==> src/common/aux_ctrl_defs.svh <==
// Behaviour
// - Five-bit select routes ADC to measured node
// - Select write of 0x00..0x11 starts conversion when idle; result readable after ADC done
// - ADC result passed to engines as variable
// - Overtemp stops boost, flashes, sets flag bit1
// - Restart automatically when overtemp indication clears
// - Config bit0 picks PWM or voltage-mode/sync
// - PWM minimum frequency selectable, four choices
// - Filter latency follows minimum frequency setting
// - PWM duty filtered into average, scales current
// - PWM acts only on enabled grouped outputs
// - PWM times brightness times light, mapped out
// - Alert low on sequence, zone, ADC done
// - Config bit1 makes alert pin ADC input
// - Trigger active low, input needs two cycles
// - Sent trigger is three slow cycles low
// - Trigger line only pulled low, open drain
// - External clock plus power-save stops internal
// - Internal clock serves when no external clock
// - Zone 3/4 targets read bit7 as one
// - Status read clears zone flag, releases alert
`ifndef AUX_CTRL_DEFS_SVH
`define AUX_CTRL_DEFS_SVH
`define ADDR_PWM_CTRL 8'h1D
`define ADDR_PIN_CFG 8'h3B
`define ADDR_STATUS 8'h3A
`define ADDR_FLAG 8'h3C
`define ADDR_ADC_SEL 8'h3D
`define ADDR_ADC_RESULT 8'h3E
`define ADDR_GROUP_CFG 8'h3F
`define ADDR_Z3_TARGET 8'h40
`define ADDR_Z4_TARGET 8'h41
`define PIN_CFG_PWM_BIT 0
`define PIN_CFG_ALERT_BIT 1
`define FLAG_TSD_BIT 1
`define STATUS_ZONE_BIT 0
`define STATUS_ENGINE_BIT 1
`define STATUS_ADC_BIT 2
`define ADC_SEL_VOUT 5'h0F
`define ADC_SEL_LIGHT_SENSOR_INPUT_ONE 5'h10
`define ADC_SEL_ALERT 5'h11
`define ADC_SEL_LAST 5'h11
`define ADC_SEL_RESET 5'h00
`define PWM_CTRL_RESET 8'h00
`define PIN_CFG_RESET 8'h00
`define TARGET_RESET 7'h00
`define SLOW_CLK_HZ 32768
`define REF_CLK_HZ 20000000
`define SLOW_DIV ((`REF_CLK_HZ + `SLOW_CLK_HZ / 2) / `SLOW_CLK_HZ)
`define SYNC_PULSE_LINE_N_IN_MIN_CYC 2
`define SYNC_PULSE_LINE_N_OUT_CYC 3
// Filter shift per minimum frequency: 100 Hz, 500 Hz, 1 kHz, 5 kHz
`define FILT_SHIFT_100 8
`define FILT_SHIFT_500 6
`define FILT_SHIFT_1K 5
`define FILT_SHIFT_5K 3
`endif

==> src/common/aux_ctrl_pkg.sv <==
package aux_ctrl_pkg;
    typedef enum logic [1:0] {
        min_100hz,
        min_500hz,
        min_1khz,
        min_5khz
    } pwm_min_freq_t;
    typedef enum {
        adc_idle,
        adc_busy
    } adc_state_t;
endpackage

==> src/verilog/pwm_duty_filter.sv <==
`timescale 1ns/1ps
`include "aux_ctrl_defs.svh"
module pwm_duty_filter #(
    parameter int WIDTH = 8
) (
    // Clock and reset
    input wire logic ref_clk,
    input wire logic nrst,
    // Control
    input wire logic enable,
    input wire logic sample_en,
    input wire logic [1:0] min_freq,
    input wire logic pwm_in,
    // Result
    output logic [WIDTH-1:0] duty_avg
);
    initial begin
        if (WIDTH < 4 || WIDTH > 16) $error("pwm_duty_filter WIDTH out of range");
    end
    localparam int ACC_W = WIDTH + 8;
    logic [ACC_W-1:0] acc_q;
    logic [3:0] shift;
    logic [ACC_W-1:0] target;
    logic [ACC_W-1:0] step;
    // Shorter time constant for higher minimum frequency, so latency tracks setting
    // latency per setting
    always_comb begin
        case (aux_ctrl_pkg::pwm_min_freq_t'(min_freq))
            aux_ctrl_pkg::min_100hz: shift = 4'(`FILT_SHIFT_100);
            aux_ctrl_pkg::min_500hz: shift = 4'(`FILT_SHIFT_500);
            aux_ctrl_pkg::min_1khz: shift = 4'(`FILT_SHIFT_1K);
            aux_ctrl_pkg::min_5khz: shift = 4'(`FILT_SHIFT_5K);
            default: shift = 4'(`FILT_SHIFT_100);
        endcase
        target = pwm_in ? {ACC_W{1'b1}} : '0;
        step = (target >= acc_q) ? ((target - acc_q) >> shift) : ((acc_q - target) >> shift);
    end
    always_ff @(posedge ref_clk or negedge nrst) begin
        if (!nrst) begin
            acc_q <= '0;
        end else if (!enable) begin
            acc_q <= '0;
        end else if (sample_en) begin
            if (target >= acc_q) begin
                acc_q <= acc_q + ((step == '0 && target != acc_q) ? ACC_W'(1) : step);
            end else begin
                acc_q <= acc_q - ((step == '0) ? ACC_W'(1) : step);
            end
        end
    end
    always_ff @(posedge ref_clk or negedge nrst) begin
        if (!nrst) begin
            duty_avg <= '0;
        end else begin
            duty_avg <= acc_q[ACC_W-1 -: WIDTH];
        end
    end
endmodule

==> src/verilog/aux_pin_adc_select_control.sv <==
`timescale 1ns/1ps
`include "aux_ctrl_defs.svh"
module aux_pin_adc_select_control #(
    parameter int GROUPS = 3,
    parameter int FILT_DIV = 64
) (
    // Clock and reset
    input wire logic ref_clk,
    input wire logic nrst,
    // Register port from the serial interface
    input wire logic reg_wr,
    input wire logic reg_rd,
    input wire logic [7:0] reg_addr,
    input wire logic [7:0] reg_wdata,
    output logic [7:0] reg_rdata,
    // ADC
    output logic [4:0] adc_select,
    output logic adc_start,
    input wire logic adc_done,
    input wire logic [7:0] adc_data,
    output logic [7:0] engine_adc_var,
    // Events
    input wire logic engine_seq_done,
    input wire logic als_zone_change,
    // Thermal
    input wire logic over_temp,
    output logic boost_enable,
    output logic flash_source_one_en,
    output logic flash_source_two_en,
    // Shared pin
    input wire logic shared_pin_in,
    output logic pwm_in_enable,
    output logic ext_voltage_mode_enable,
    output logic pa_sync_input_two,
    // Group brightness
    input wire logic [8*GROUPS-1:0] group_brightness,
    input wire logic [8*GROUPS-1:0] als_level,
    output logic [8*GROUPS-1:0] group_current,
    // Alert pin, open drain
    output logic alert_n_o,
    output logic alert_n_oe,
    output logic alert_to_adc,
    // Trigger line, open drain
    input wire logic sync_pulse_line_n_i,
    output logic sync_pulse_line_n_o,
    output logic sync_pulse_line_n_oe,
    input wire logic sync_pulse_line_n_send,
    output logic sync_pulse_line_n_received,
    // Clocking
    input wire logic ext_clk_present,
    input wire logic power_save,
    output logic int_osc_enable
);
    initial begin
        if (GROUPS < 1 || GROUPS > 3) $error("GROUPS must be 1 to 3");
        if (FILT_DIV < 1) $error("FILT_DIV must be positive");
    end

    logic [7:0] pwm_ctrl_q;
    logic [7:0] pin_cfg_q;
    logic [7:0] group_cfg_q;
    logic [6:0] z3_target_q;
    logic [6:0] z4_target_q;
    logic [4:0] adc_sel_q;
    logic [7:0] adc_result_q;
    logic [2:0] status_q;
    logic tsd_flag_q;
    logic tsd_active_q;
    aux_ctrl_pkg::adc_state_t adc_state_q;
    logic wr_pwm, wr_cfg, wr_grp, wr_z3, wr_z4, wr_sel, rd_status, rd_flag;

    assign wr_pwm = reg_wr && reg_addr == `ADDR_PWM_CTRL;
    assign wr_cfg = reg_wr && reg_addr == `ADDR_PIN_CFG;
    assign wr_grp = reg_wr && reg_addr == `ADDR_GROUP_CFG;
    assign wr_z3 = reg_wr && reg_addr == `ADDR_Z3_TARGET;
    assign wr_z4 = reg_wr && reg_addr == `ADDR_Z4_TARGET;
    assign wr_sel = reg_wr && reg_addr == `ADDR_ADC_SEL;
    assign rd_status = reg_rd && reg_addr == `ADDR_STATUS;
    assign rd_flag = reg_rd && reg_addr == `ADDR_FLAG;

    always_ff @(posedge ref_clk or negedge nrst) begin
        if (!nrst) begin
            pwm_ctrl_q <= `PWM_CTRL_RESET;
            pin_cfg_q <= `PIN_CFG_RESET;
            group_cfg_q <= 8'h00;
            z3_target_q <= `TARGET_RESET;
            z4_target_q <= `TARGET_RESET;
        end else begin
            if (wr_pwm) pwm_ctrl_q <= reg_wdata;
            if (wr_cfg) pin_cfg_q <= reg_wdata;
            if (wr_grp) group_cfg_q <= reg_wdata;
            if (wr_z3) z3_target_q <= reg_wdata[6:0];
            if (wr_z4) z4_target_q <= reg_wdata[6:0];
        end
    end

    always_ff @(posedge ref_clk or negedge nrst) begin
        if (!nrst) begin
            adc_sel_q <= `ADC_SEL_RESET;
        end else if (wr_sel && reg_wdata[4:0] <= `ADC_SEL_LAST) begin
            adc_sel_q <= reg_wdata[4:0];
        end
    end
    assign adc_select = adc_sel_q;

    always_ff @(posedge ref_clk or negedge nrst) begin
        if (!nrst) begin
            adc_state_q <= aux_ctrl_pkg::adc_idle;
            adc_start <= 1'b0;
            adc_result_q <= 8'h00;
            engine_adc_var <= 8'h00;
        end else begin
            adc_start <= 1'b0;
            case (adc_state_q)
                aux_ctrl_pkg::adc_idle: begin
                    if (wr_sel && reg_wdata[4:0] <= `ADC_SEL_LAST) begin
                        adc_start <= 1'b1;
                        adc_state_q <= aux_ctrl_pkg::adc_busy;
                    end
                end
                aux_ctrl_pkg::adc_busy: begin
                    if (adc_done) begin
                        adc_result_q <= adc_data;
                        engine_adc_var <= adc_data;
                        adc_state_q <= aux_ctrl_pkg::adc_idle;
                    end
                end
                default: adc_state_q <= aux_ctrl_pkg::adc_idle;
            endcase
        end
    end

    always_ff @(posedge ref_clk or negedge nrst) begin
        if (!nrst) begin
            status_q <= 3'h0;
        end else begin
            status_q[`STATUS_ZONE_BIT] <= als_zone_change ||
                (status_q[`STATUS_ZONE_BIT] && !rd_status);
            status_q[`STATUS_ENGINE_BIT] <= engine_seq_done ||
                (status_q[`STATUS_ENGINE_BIT] && !rd_status);
            status_q[`STATUS_ADC_BIT] <= (adc_state_q == aux_ctrl_pkg::adc_busy && adc_done) ||
                (status_q[`STATUS_ADC_BIT] && !rd_status);
        end
    end

    assign alert_to_adc = pin_cfg_q[`PIN_CFG_ALERT_BIT];
    assign alert_n_o = 1'b0;
    assign alert_n_oe = !alert_to_adc && (status_q != 3'h0);

    always_ff @(posedge ref_clk or negedge nrst) begin
        if (!nrst) begin
            tsd_active_q <= 1'b0;
            tsd_flag_q <= 1'b0;
        end else begin
            tsd_active_q <= over_temp;
            tsd_flag_q <= over_temp || (tsd_flag_q && !rd_flag);
        end
    end
    assign boost_enable = !tsd_active_q;
    assign flash_source_one_en = !tsd_active_q;
    assign flash_source_two_en = !tsd_active_q;

    assign pwm_in_enable = !pin_cfg_q[`PIN_CFG_PWM_BIT];
    assign ext_voltage_mode_enable = pin_cfg_q[`PIN_CFG_PWM_BIT] && shared_pin_in;
    assign pa_sync_input_two = pin_cfg_q[`PIN_CFG_PWM_BIT] && shared_pin_in;

    // Filter sample enable keeps accumulator compact
    logic [15:0] filt_cnt_q;
    logic filt_tick;
    always_ff @(posedge ref_clk or negedge nrst) begin
        if (!nrst) begin
            filt_cnt_q <= 16'h0000;
        end else if (filt_tick) begin
            filt_cnt_q <= 16'h0000;
        end else begin
            filt_cnt_q <= filt_cnt_q + 16'h0001;
        end
    end
    assign filt_tick = filt_cnt_q == 16'(FILT_DIV - 1);

    logic [7:0] duty_avg;
    pwm_duty_filter #(
        .WIDTH(8)
    ) u_filter (
        .ref_clk(ref_clk),
        .nrst(nrst),
        .enable(pwm_in_enable),
        .sample_en(filt_tick),
        .min_freq(pwm_ctrl_q[1:0]),
        .pwm_in(shared_pin_in),
        .duty_avg(duty_avg)
    );

    // Group cfg: bits [2:0] PWM enable, bits [5:3] light enable per group
    genvar g;
    generate
        for (g = 0; g < GROUPS; g++) begin : gen_group
            logic [7:0] pwm_f;
            logic [7:0] als_f;
            logic [23:0] prod;
            assign pwm_f = (pwm_in_enable && group_cfg_q[g]) ? duty_avg : 8'hFF;
            assign als_f = group_cfg_q[g+3] ? als_level[8*g +: 8] : 8'hFF;
            assign prod = group_brightness[8*g +: 8] * pwm_f * als_f;
            always_ff @(posedge ref_clk or negedge nrst) begin
                if (!nrst) begin
                    group_current[8*g +: 8] <= 8'h00;
                end else begin
                    group_current[8*g +: 8] <= prod[23:16];
                end
            end
        end
    endgenerate

    // Slow 32 kHz enable from divider
    logic [9:0] slow_cnt_q;
    logic slow_tick;
    always_ff @(posedge ref_clk or negedge nrst) begin
        if (!nrst) begin
            slow_cnt_q <= 10'h000;
        end else if (slow_tick) begin
            slow_cnt_q <= 10'h000;
        end else begin
            slow_cnt_q <= slow_cnt_q + 10'h001;
        end
    end
    assign slow_tick = slow_cnt_q == 10'(`SLOW_DIV - 1);

    logic sync_pulse_line_n_s1_q, sync_pulse_line_n_s2_q;
    logic own_s1_q, own_s2_q;
    logic [1:0] low_cnt_q;
    always_ff @(posedge ref_clk or negedge nrst) begin
        if (!nrst) begin
            sync_pulse_line_n_s1_q <= 1'b1;
            sync_pulse_line_n_s2_q <= 1'b1;
            own_s1_q <= 1'b0;
            own_s2_q <= 1'b0;
        end else if (slow_tick) begin
            sync_pulse_line_n_s1_q <= sync_pulse_line_n_i;
            sync_pulse_line_n_s2_q <= sync_pulse_line_n_s1_q;
            // Own pulse delayed like the line, so its tail is not heard back
            own_s1_q <= sync_pulse_line_n_oe;
            own_s2_q <= own_s1_q;
        end
    end
    always_ff @(posedge ref_clk or negedge nrst) begin
        if (!nrst) begin
            low_cnt_q <= 2'd0;
            sync_pulse_line_n_received <= 1'b0;
        end else begin
            sync_pulse_line_n_received <= 1'b0;
            if (slow_tick) begin
                if (sync_pulse_line_n_s2_q || sync_pulse_line_n_oe || own_s2_q) begin
                    low_cnt_q <= 2'd0;
                end else if (low_cnt_q != 2'd3) begin
                    low_cnt_q <= low_cnt_q + 2'd1;
                    sync_pulse_line_n_received <= (low_cnt_q == 2'(`SYNC_PULSE_LINE_N_IN_MIN_CYC - 1));
                end
            end
        end
    end

    logic [1:0] send_cnt_q;
    logic send_pend_q;
    always_ff @(posedge ref_clk or negedge nrst) begin
        if (!nrst) begin
            send_cnt_q <= 2'd0;
            send_pend_q <= 1'b0;
        end else begin
            if (sync_pulse_line_n_send && send_cnt_q == 2'd0) send_pend_q <= 1'b1;
            if (slow_tick) begin
                if (send_cnt_q != 2'd0) begin
                    send_cnt_q <= send_cnt_q - 2'd1;
                end else if (send_pend_q) begin
                    send_cnt_q <= 2'(`SYNC_PULSE_LINE_N_OUT_CYC);
                    send_pend_q <= 1'b0;
                end
            end
        end
    end
    assign sync_pulse_line_n_o = 1'b0;
    assign sync_pulse_line_n_oe = send_cnt_q != 2'd0;

    assign int_osc_enable = !(ext_clk_present && power_save);

    always_comb begin
        case (reg_addr)
            `ADDR_PWM_CTRL: reg_rdata = pwm_ctrl_q;
            `ADDR_PIN_CFG: reg_rdata = pin_cfg_q;
            `ADDR_GROUP_CFG: reg_rdata = group_cfg_q;
            `ADDR_STATUS: reg_rdata = {5'h00, status_q};
            `ADDR_FLAG: reg_rdata = {6'h00, tsd_flag_q, 1'b0};
            `ADDR_ADC_SEL: reg_rdata = {3'h0, adc_sel_q};
            `ADDR_ADC_RESULT: reg_rdata = adc_result_q;
            `ADDR_Z3_TARGET: reg_rdata = {1'b1, z3_target_q};
            `ADDR_Z4_TARGET: reg_rdata = {1'b1, z4_target_q};
            default: reg_rdata = 8'h00;
        endcase
    end
endmodule

==> config.mk <==
export PLATFORM = sky130hd
export DESIGN_NAME = aux_pin_adc_select_control
export DESIGN_NICKNAME = d
export VERILOG_FILES = /design/src/common/aux_ctrl_pkg.sv /design/src/verilog/pwm_duty_filter.sv /design/src/verilog/aux_pin_adc_select_control.sv
export VERILOG_INCLUDE_DIRS = /design/src /design/src/common
export SDC_FILE = /design/constraint.sdc
export NUM_CORES = 2
export LEC_CHECK = 0
export BUFFER_PORTS_ARGS = -buffer_cell sky130_fd_sc_hd__buf_2
export CORE_AREA = 2 2 262 264
export CTS_BUF_LIST = sky130_fd_sc_hd__clkbuf_4
export DETAILED_ROUTE_END_ITERATION = 10
export DIE_AREA = 0 0 264 266
export SLEW_MARGIN = 10
export SYNTH_ARGS = -nofsm -noshare
export SYNTH_HDL_FRONTEND = slang
export SYNTH_SLANG_ARGS = --single-unit
==> constraint.sdc <==
create_clock -name ref_clk -period 10.2 [get_ports ref_clk]
set_input_delay 2.04 -clock ref_clk [delete_from_list [all_inputs] [get_ports ref_clk]]
set_output_delay 2.04 -clock ref_clk [all_outputs]
set_load 0.1 [all_outputs]
**Yosys cells after proc, flatten, opt, wreduce, memory -nomap -nowiden**

Index checks and enable logic that the tools add are counted.

- Muxes and demuxes: 33
- Magnitude comparators: 2
- Eq/ne operators: 21
- $add $sub $neg: 8
- Reduce and logical (&&, ||, !) cells: 47
- Shift operators: 2
- Multiply operators: 6

Operator list:

| operator | count |
|---|---|
| $mux W16 | 8 |
| $mul A16 B8 Y24 | 3 |
| $pmux W8 S9 | 1 |
| $mux W32 | 2 |
| $pmux W32 S2 | 1 |
| $eq A8 B6 Y1 const B | 6 |
| $mul A8 B8 Y16 | 3 |
| $mux W8 | 6 |
| $sub A16 B16 Y16 | 3 |
| $eq A32 B1 Y1 const B | 1 |
| $eq A32 B2 Y1 const B | 1 |
| $logic_not A32 Y1 | 1 |
| $shr A16 B4 Y16 | 2 |
| $logic_and A1 B1 Y1 | 22 |
| $add A16 B1 Y16 const B | 1 |
| $add A16 B16 Y16 | 1 |
| $eq A16 B6 Y1 const B | 1 |
| $eq A8 B7 Y1 const B | 2 |
| $ge A16 B16 Y1 | 1 |
| $logic_not A16 Y1 | 1 |
| $ne A16 B16 Y1 | 1 |
| $pmux W4 S4 | 1 |
| $add A10 B1 Y10 const B | 1 |
| $eq A10 B10 Y1 const B | 1 |
| other kinds (16) | 48 |

- Register bits: 173
- Input bits: 85
- Word-level logic and storage cells: 146

**Depth between registers and ports, before layout**

- Depth after elaboration: 11
- Mapped depth: 42

**Cells and area by module**

From an unflattened synthesis, not the netlist that was laid out.

- Cell total of the unflattened synthesis: 3089
- Area total of the unflattened synthesis: 27132.3 µm²

Modules (own cells, without submodules):

| module | area an instance (µm²) | seq. area each (µm²) | cells an instance | instances |
|---|---|---|---|---|
| aux_pin_adc_select_control | 22101.2 | 2955.3 | 2416 | 1 |
| pwm_duty_filter | 5031.1 | 600.6 | 673 | 1 |

**Worst setup path before layout**

Ideal clock, no wire load.

- Path kind: input port to flip-flop
- Start: input port group_brightness[19]
- End: register group_current[23]
- Path buffers: 0
- Setup time: 0.125 ns
- Data required time: 10.075 ns
- Setup slack: 0.191 ns
- Cell stages on the path: 34
- Data arrival time: 9.885 ns
- Cell sequence: nor2b_1 -> fa_1 -> fa_1 -> inv_1 -> fa_1 -> fa_1 -> inv_1 -> ha_1 -> inv_1 -> o21bai_1 -> a21oi_1 -> o21bai_1 -> a21oi_1 -> o21bai_1 -> a21oi_1 -> o21bai_1 -> a21oi_1 -> xor2_1 -> nor2_1 -> fa_1 -> fa_1 -> fa_1 -> inv_1 -> fa_1 -> inv_1 -> ha_1 -> or3_1 -> o21ai_0 -> a311oi_1 -> o21a_1 -> o21a_1 -> o41ai_1 -> o21bai_1 -> xnor2_1

- Longest elaborated chain between the ends: 2

Ends and longest elaborated chain:

| item | line | source |
|---|---|---|
| from (decl) | aux_pin_adc_select_control.sv:36 | `input wire logic [8*GROUPS-1:0] group_brightness,` |
| $mul A8 B8 Y16 | aux_pin_adc_select_control.sv:203 | `assign prod = group_brightness[8*g +: 8] * pwm_f * als_f;` |
| $mul A16 B8 Y24 | aux_pin_adc_select_control.sv:203 |  |
| via gen_group[2].prod[23] | aux_pin_adc_select_control.sv:200 | `logic [23:0] prod;` |
| to (signal, indexed assignment) | aux_pin_adc_select_control.sv:208 | `group_current[8*g +: 8] <= prod[23:16];` |
| to (decl) | aux_pin_adc_select_control.sv:38 | `output logic [8*GROUPS-1:0] group_current,` |

The timed path passes the listed nets, and every way through them passes these cells.
A chain may end at the register's enable or synchronous reset.

**Worst setup path after layout**

- Start: input port group_brightness[4]
- End: register group_current[7]

- Longest elaborated chain between the ends: 2

Ends and longest elaborated chain:

| item | line |
|---|---|
| $mul A8 B8 Y16 | aux_pin_adc_select_control.sv:203 |
| $mul A16 B8 Y24 | aux_pin_adc_select_control.sv:203 |
| via gen_group[0].prod[23] | aux_pin_adc_select_control.sv:200 |

The timed path passes the listed nets, and every way through them passes these cells.

==> out/summary.txt <==
Status - finished clean
Max stage delay on crit path - 0.55 ns
Cell count after synthesis - 3058
Drt wl/cell - 16.51 um
Period utilisation layout - 0.9347
Worst setup path class - in2reg
Final setup vio count - 0
Syn-to-layout area delta - 9.138%
Final cell area excluding filler cells - 29240 um2
Layout Cells excl Fill - 4121
Crit-path slowest cell - fa_1
Clk sinks - 142
Cell variety after synth - 103
Row count - 96
Most instantiated cells after synthesis - inv_1, fa_1, nor2_1
Arrival @ worst endpoint - 10.10 ns
RePlAce Congestion - 0.9128
Max Slew Vio Count - 0
EDFF count, synth - 0
Die ar. - 70220 um2
Final net count - 3956
Crit. Startpoint - group_brightness[4]
Drt pass-1 iters - 5
FMAX - 104.9 MHz
Die Height - 266 um
CP startpoint kind - input port
Fin crit period - 9.534 ns
Core ar. - 67750 um2
Min-delay worst type - reg2reg
Max_cap viols - 0
DIE WIDTH - 264 um
Layout cells sized above 1 - 0.1168
Worst Path Max Fanout - 8
Synth area leaders - fa_1, ha_1, dfrtp_1
Seq/Total Area, Yosys - 0.1327
First-iteration detailed-routing DRC count - 1217
Synth async-reset ratio - 1.000
Final WL - 68030 um
Final Hold Fails - 0
Reg2reg start - pin_cfg_q[0]
Vias post-DR - 21165
First-pass GRT wire length - 113900 um
Pin count of the biggest net entering global routing - 89
Worst-Skew Late Latency - 0.66 ns
Placed Cells - 4086
Syn_area_per_cell - 8.762 um2
H-tree depth - 4
Seq cells post-synth - 142
Area share of the largest cell type after synthesis - 0.2690
Worst EP required - 10.76 ns
Worst-Margin Slew - 1.175 ns
Setup Fix Bufs, Post-CTS - 0
CTS root buf - clkbuf_4
TNS Setup - 0 ns
Cell area after synthesis - 26790 um2
Clock-pin slew on the worst setup and hold paths - 0.16 ns
Primary FF master, synth - dfrtp_1
Starting Density - 0.3955
RSZ-0062 raised after global routing - false
Critical path endpoint category - flop
Post-route ant nets - 0
Clk_skew - 0.03790 ns
Synth warn - 0
Global route total overflow - 0
Number of I/O pins - 144
DP Wirelength - 56260 um
DR vias/cell - 5.136
Most frequent cell after synthesis - inv_1
Yosys top cell by area - fa_1
Min-Delay Startpoint - send_cnt_q[0]
Dpl cell area - 28940 um2
Vias in the first global route - 21663
Remaining DRCs - 0
CTS tree - built
Antenna violations before repair - 2
I/O Buffers - 141
Longest Clk Path Bufs - 2
Crit-path most repeated cell - fa_1
Headroom to the max-slew limit - 0.2153
Total GRT Usage - 0.2019
Total CTS buffers - 17
==> cells in the final DEF (no fill, tap or decap), types with 6 or more instances in the layout <==
cell type    n
o21ai_1     11
clkbuf_4    17
buf_2      140
dfrtp_1    140
and2_1      54
o21ai_0     68
nor2_2       6
o31ai_1      8
mux2i_1     29
a21o_1      35
o21bai_1    27
mux2_2      56
ha_1       288
nor2b_1    200
a21oi_1    123
nand2b_1    75
fa_1       360
a221oi_1    10
nand3_1     39
nor4_1       7
a211oi_1    14
nor3_1      26
a211o_1      7
a22oi_1      6
inv_1      504
o21a_1      13
a31oi_1     11
buf_4       96
nand4_1     14
or2_2        6
nand2_1    216
and3_1      16
nor2_1     331
or3_1        9
xnor2_1    101
o211ai_1    17
xor2_1      24
==> timing repair <==
action,4_1_cts,5_1_grt
hold buffers,0,0
gates resized for setup,0,6
endpoints found under the setup margin,0,5
==> through the flow <==
step,util,hold WS [ns],setup slack [ns]
6_report,0.4317,0.4785,0.6658
5_1_grt,0.4316,0.5011,0.02001
4_1_cts,0.4313,0.4777,0.4669
3_5_place_dp,0.4272,0.4551,0.003696
3_3_place_gp,0.4272,0.4562,0.05348
2_1_floorplan,-,0.4124,0.1906
==> critical path, delay by kind of cell <==
family | cells | cell delay (ns)
AOI/OAI and AO/OA | 13 | 2.28
and+or+nand+nor | 5 | 0.55
xor gates and xnor gates | 2 | 0.22
buffers and inverters | 8 | 0.55
adders and majority gates | 10 | 4.45
==> layout make-up <==
cell class	count	area, um2
multi-input combinational	2321	20970
fill	6869	38500
timing repair buffer	237	1433
inverter	504	1892
clock buffer	17	127.6
clock inverter	15	153.9
tap	882	1104
sequential	142	3556
antenna	3	7.507
==> registers in the layout (all words and copies together) (netlist names), 2 cells and up <==
name	count
group_current	24
send_cnt_q	2
z3_target_q	7
filt_cnt_q	16
z4_target_q	7
pin_cfg_q	8
group_cfg_q	8
low_cnt_q	2
u_filter.acc_q	16
slow_cnt_q	10
adc_select	5
u_filter.duty_avg	8
status_q	3
adc_result_q	8
pwm_ctrl_q	8
==> final timing paths <==
path	to	slack (ns)	cells after the start
max in group asynchronous	u_filter.duty_avg[4]	7.41	2
worst min-delay path	send_cnt_q[0]	0.48	1
worst max-delay path	group_current[7]	0.67	38
worst max register to register	group_current[23]	0.70	36
min in group asynchronous	group_current[0]	1.40	1
worst min register to register	send_cnt_q[0]	0.48	1
==> cells by family after synthesis <==
group,share of synthesized area
AND/OR/NAND/NOR,0.1915
XOR/XNOR,0.04086
AO/OA/AOI/OAI,0.1060
flip-flops,0.1327
multiplexers,0.03974
adder cells (fa/ha/maj),0.4035
buffers and inverters,0.08559
other,0.0001400
==> layer usage <==
layer | global-route usage | up-vias | share of wire
met5 | 0 | - | 0
met1 | 0.2795 | 10393 | 0.46
met2 | 0.3334 | 526 | 0.47
met4 | 0.05083 | 0 | 0.021
li1 | - | 10173 | -
met3 | 0.02736 | 73 | 0.053
Power is left out: the tool's default activity adds up to more than one toggle a clock period on the data nets, which glitch-free logic cannot reach.
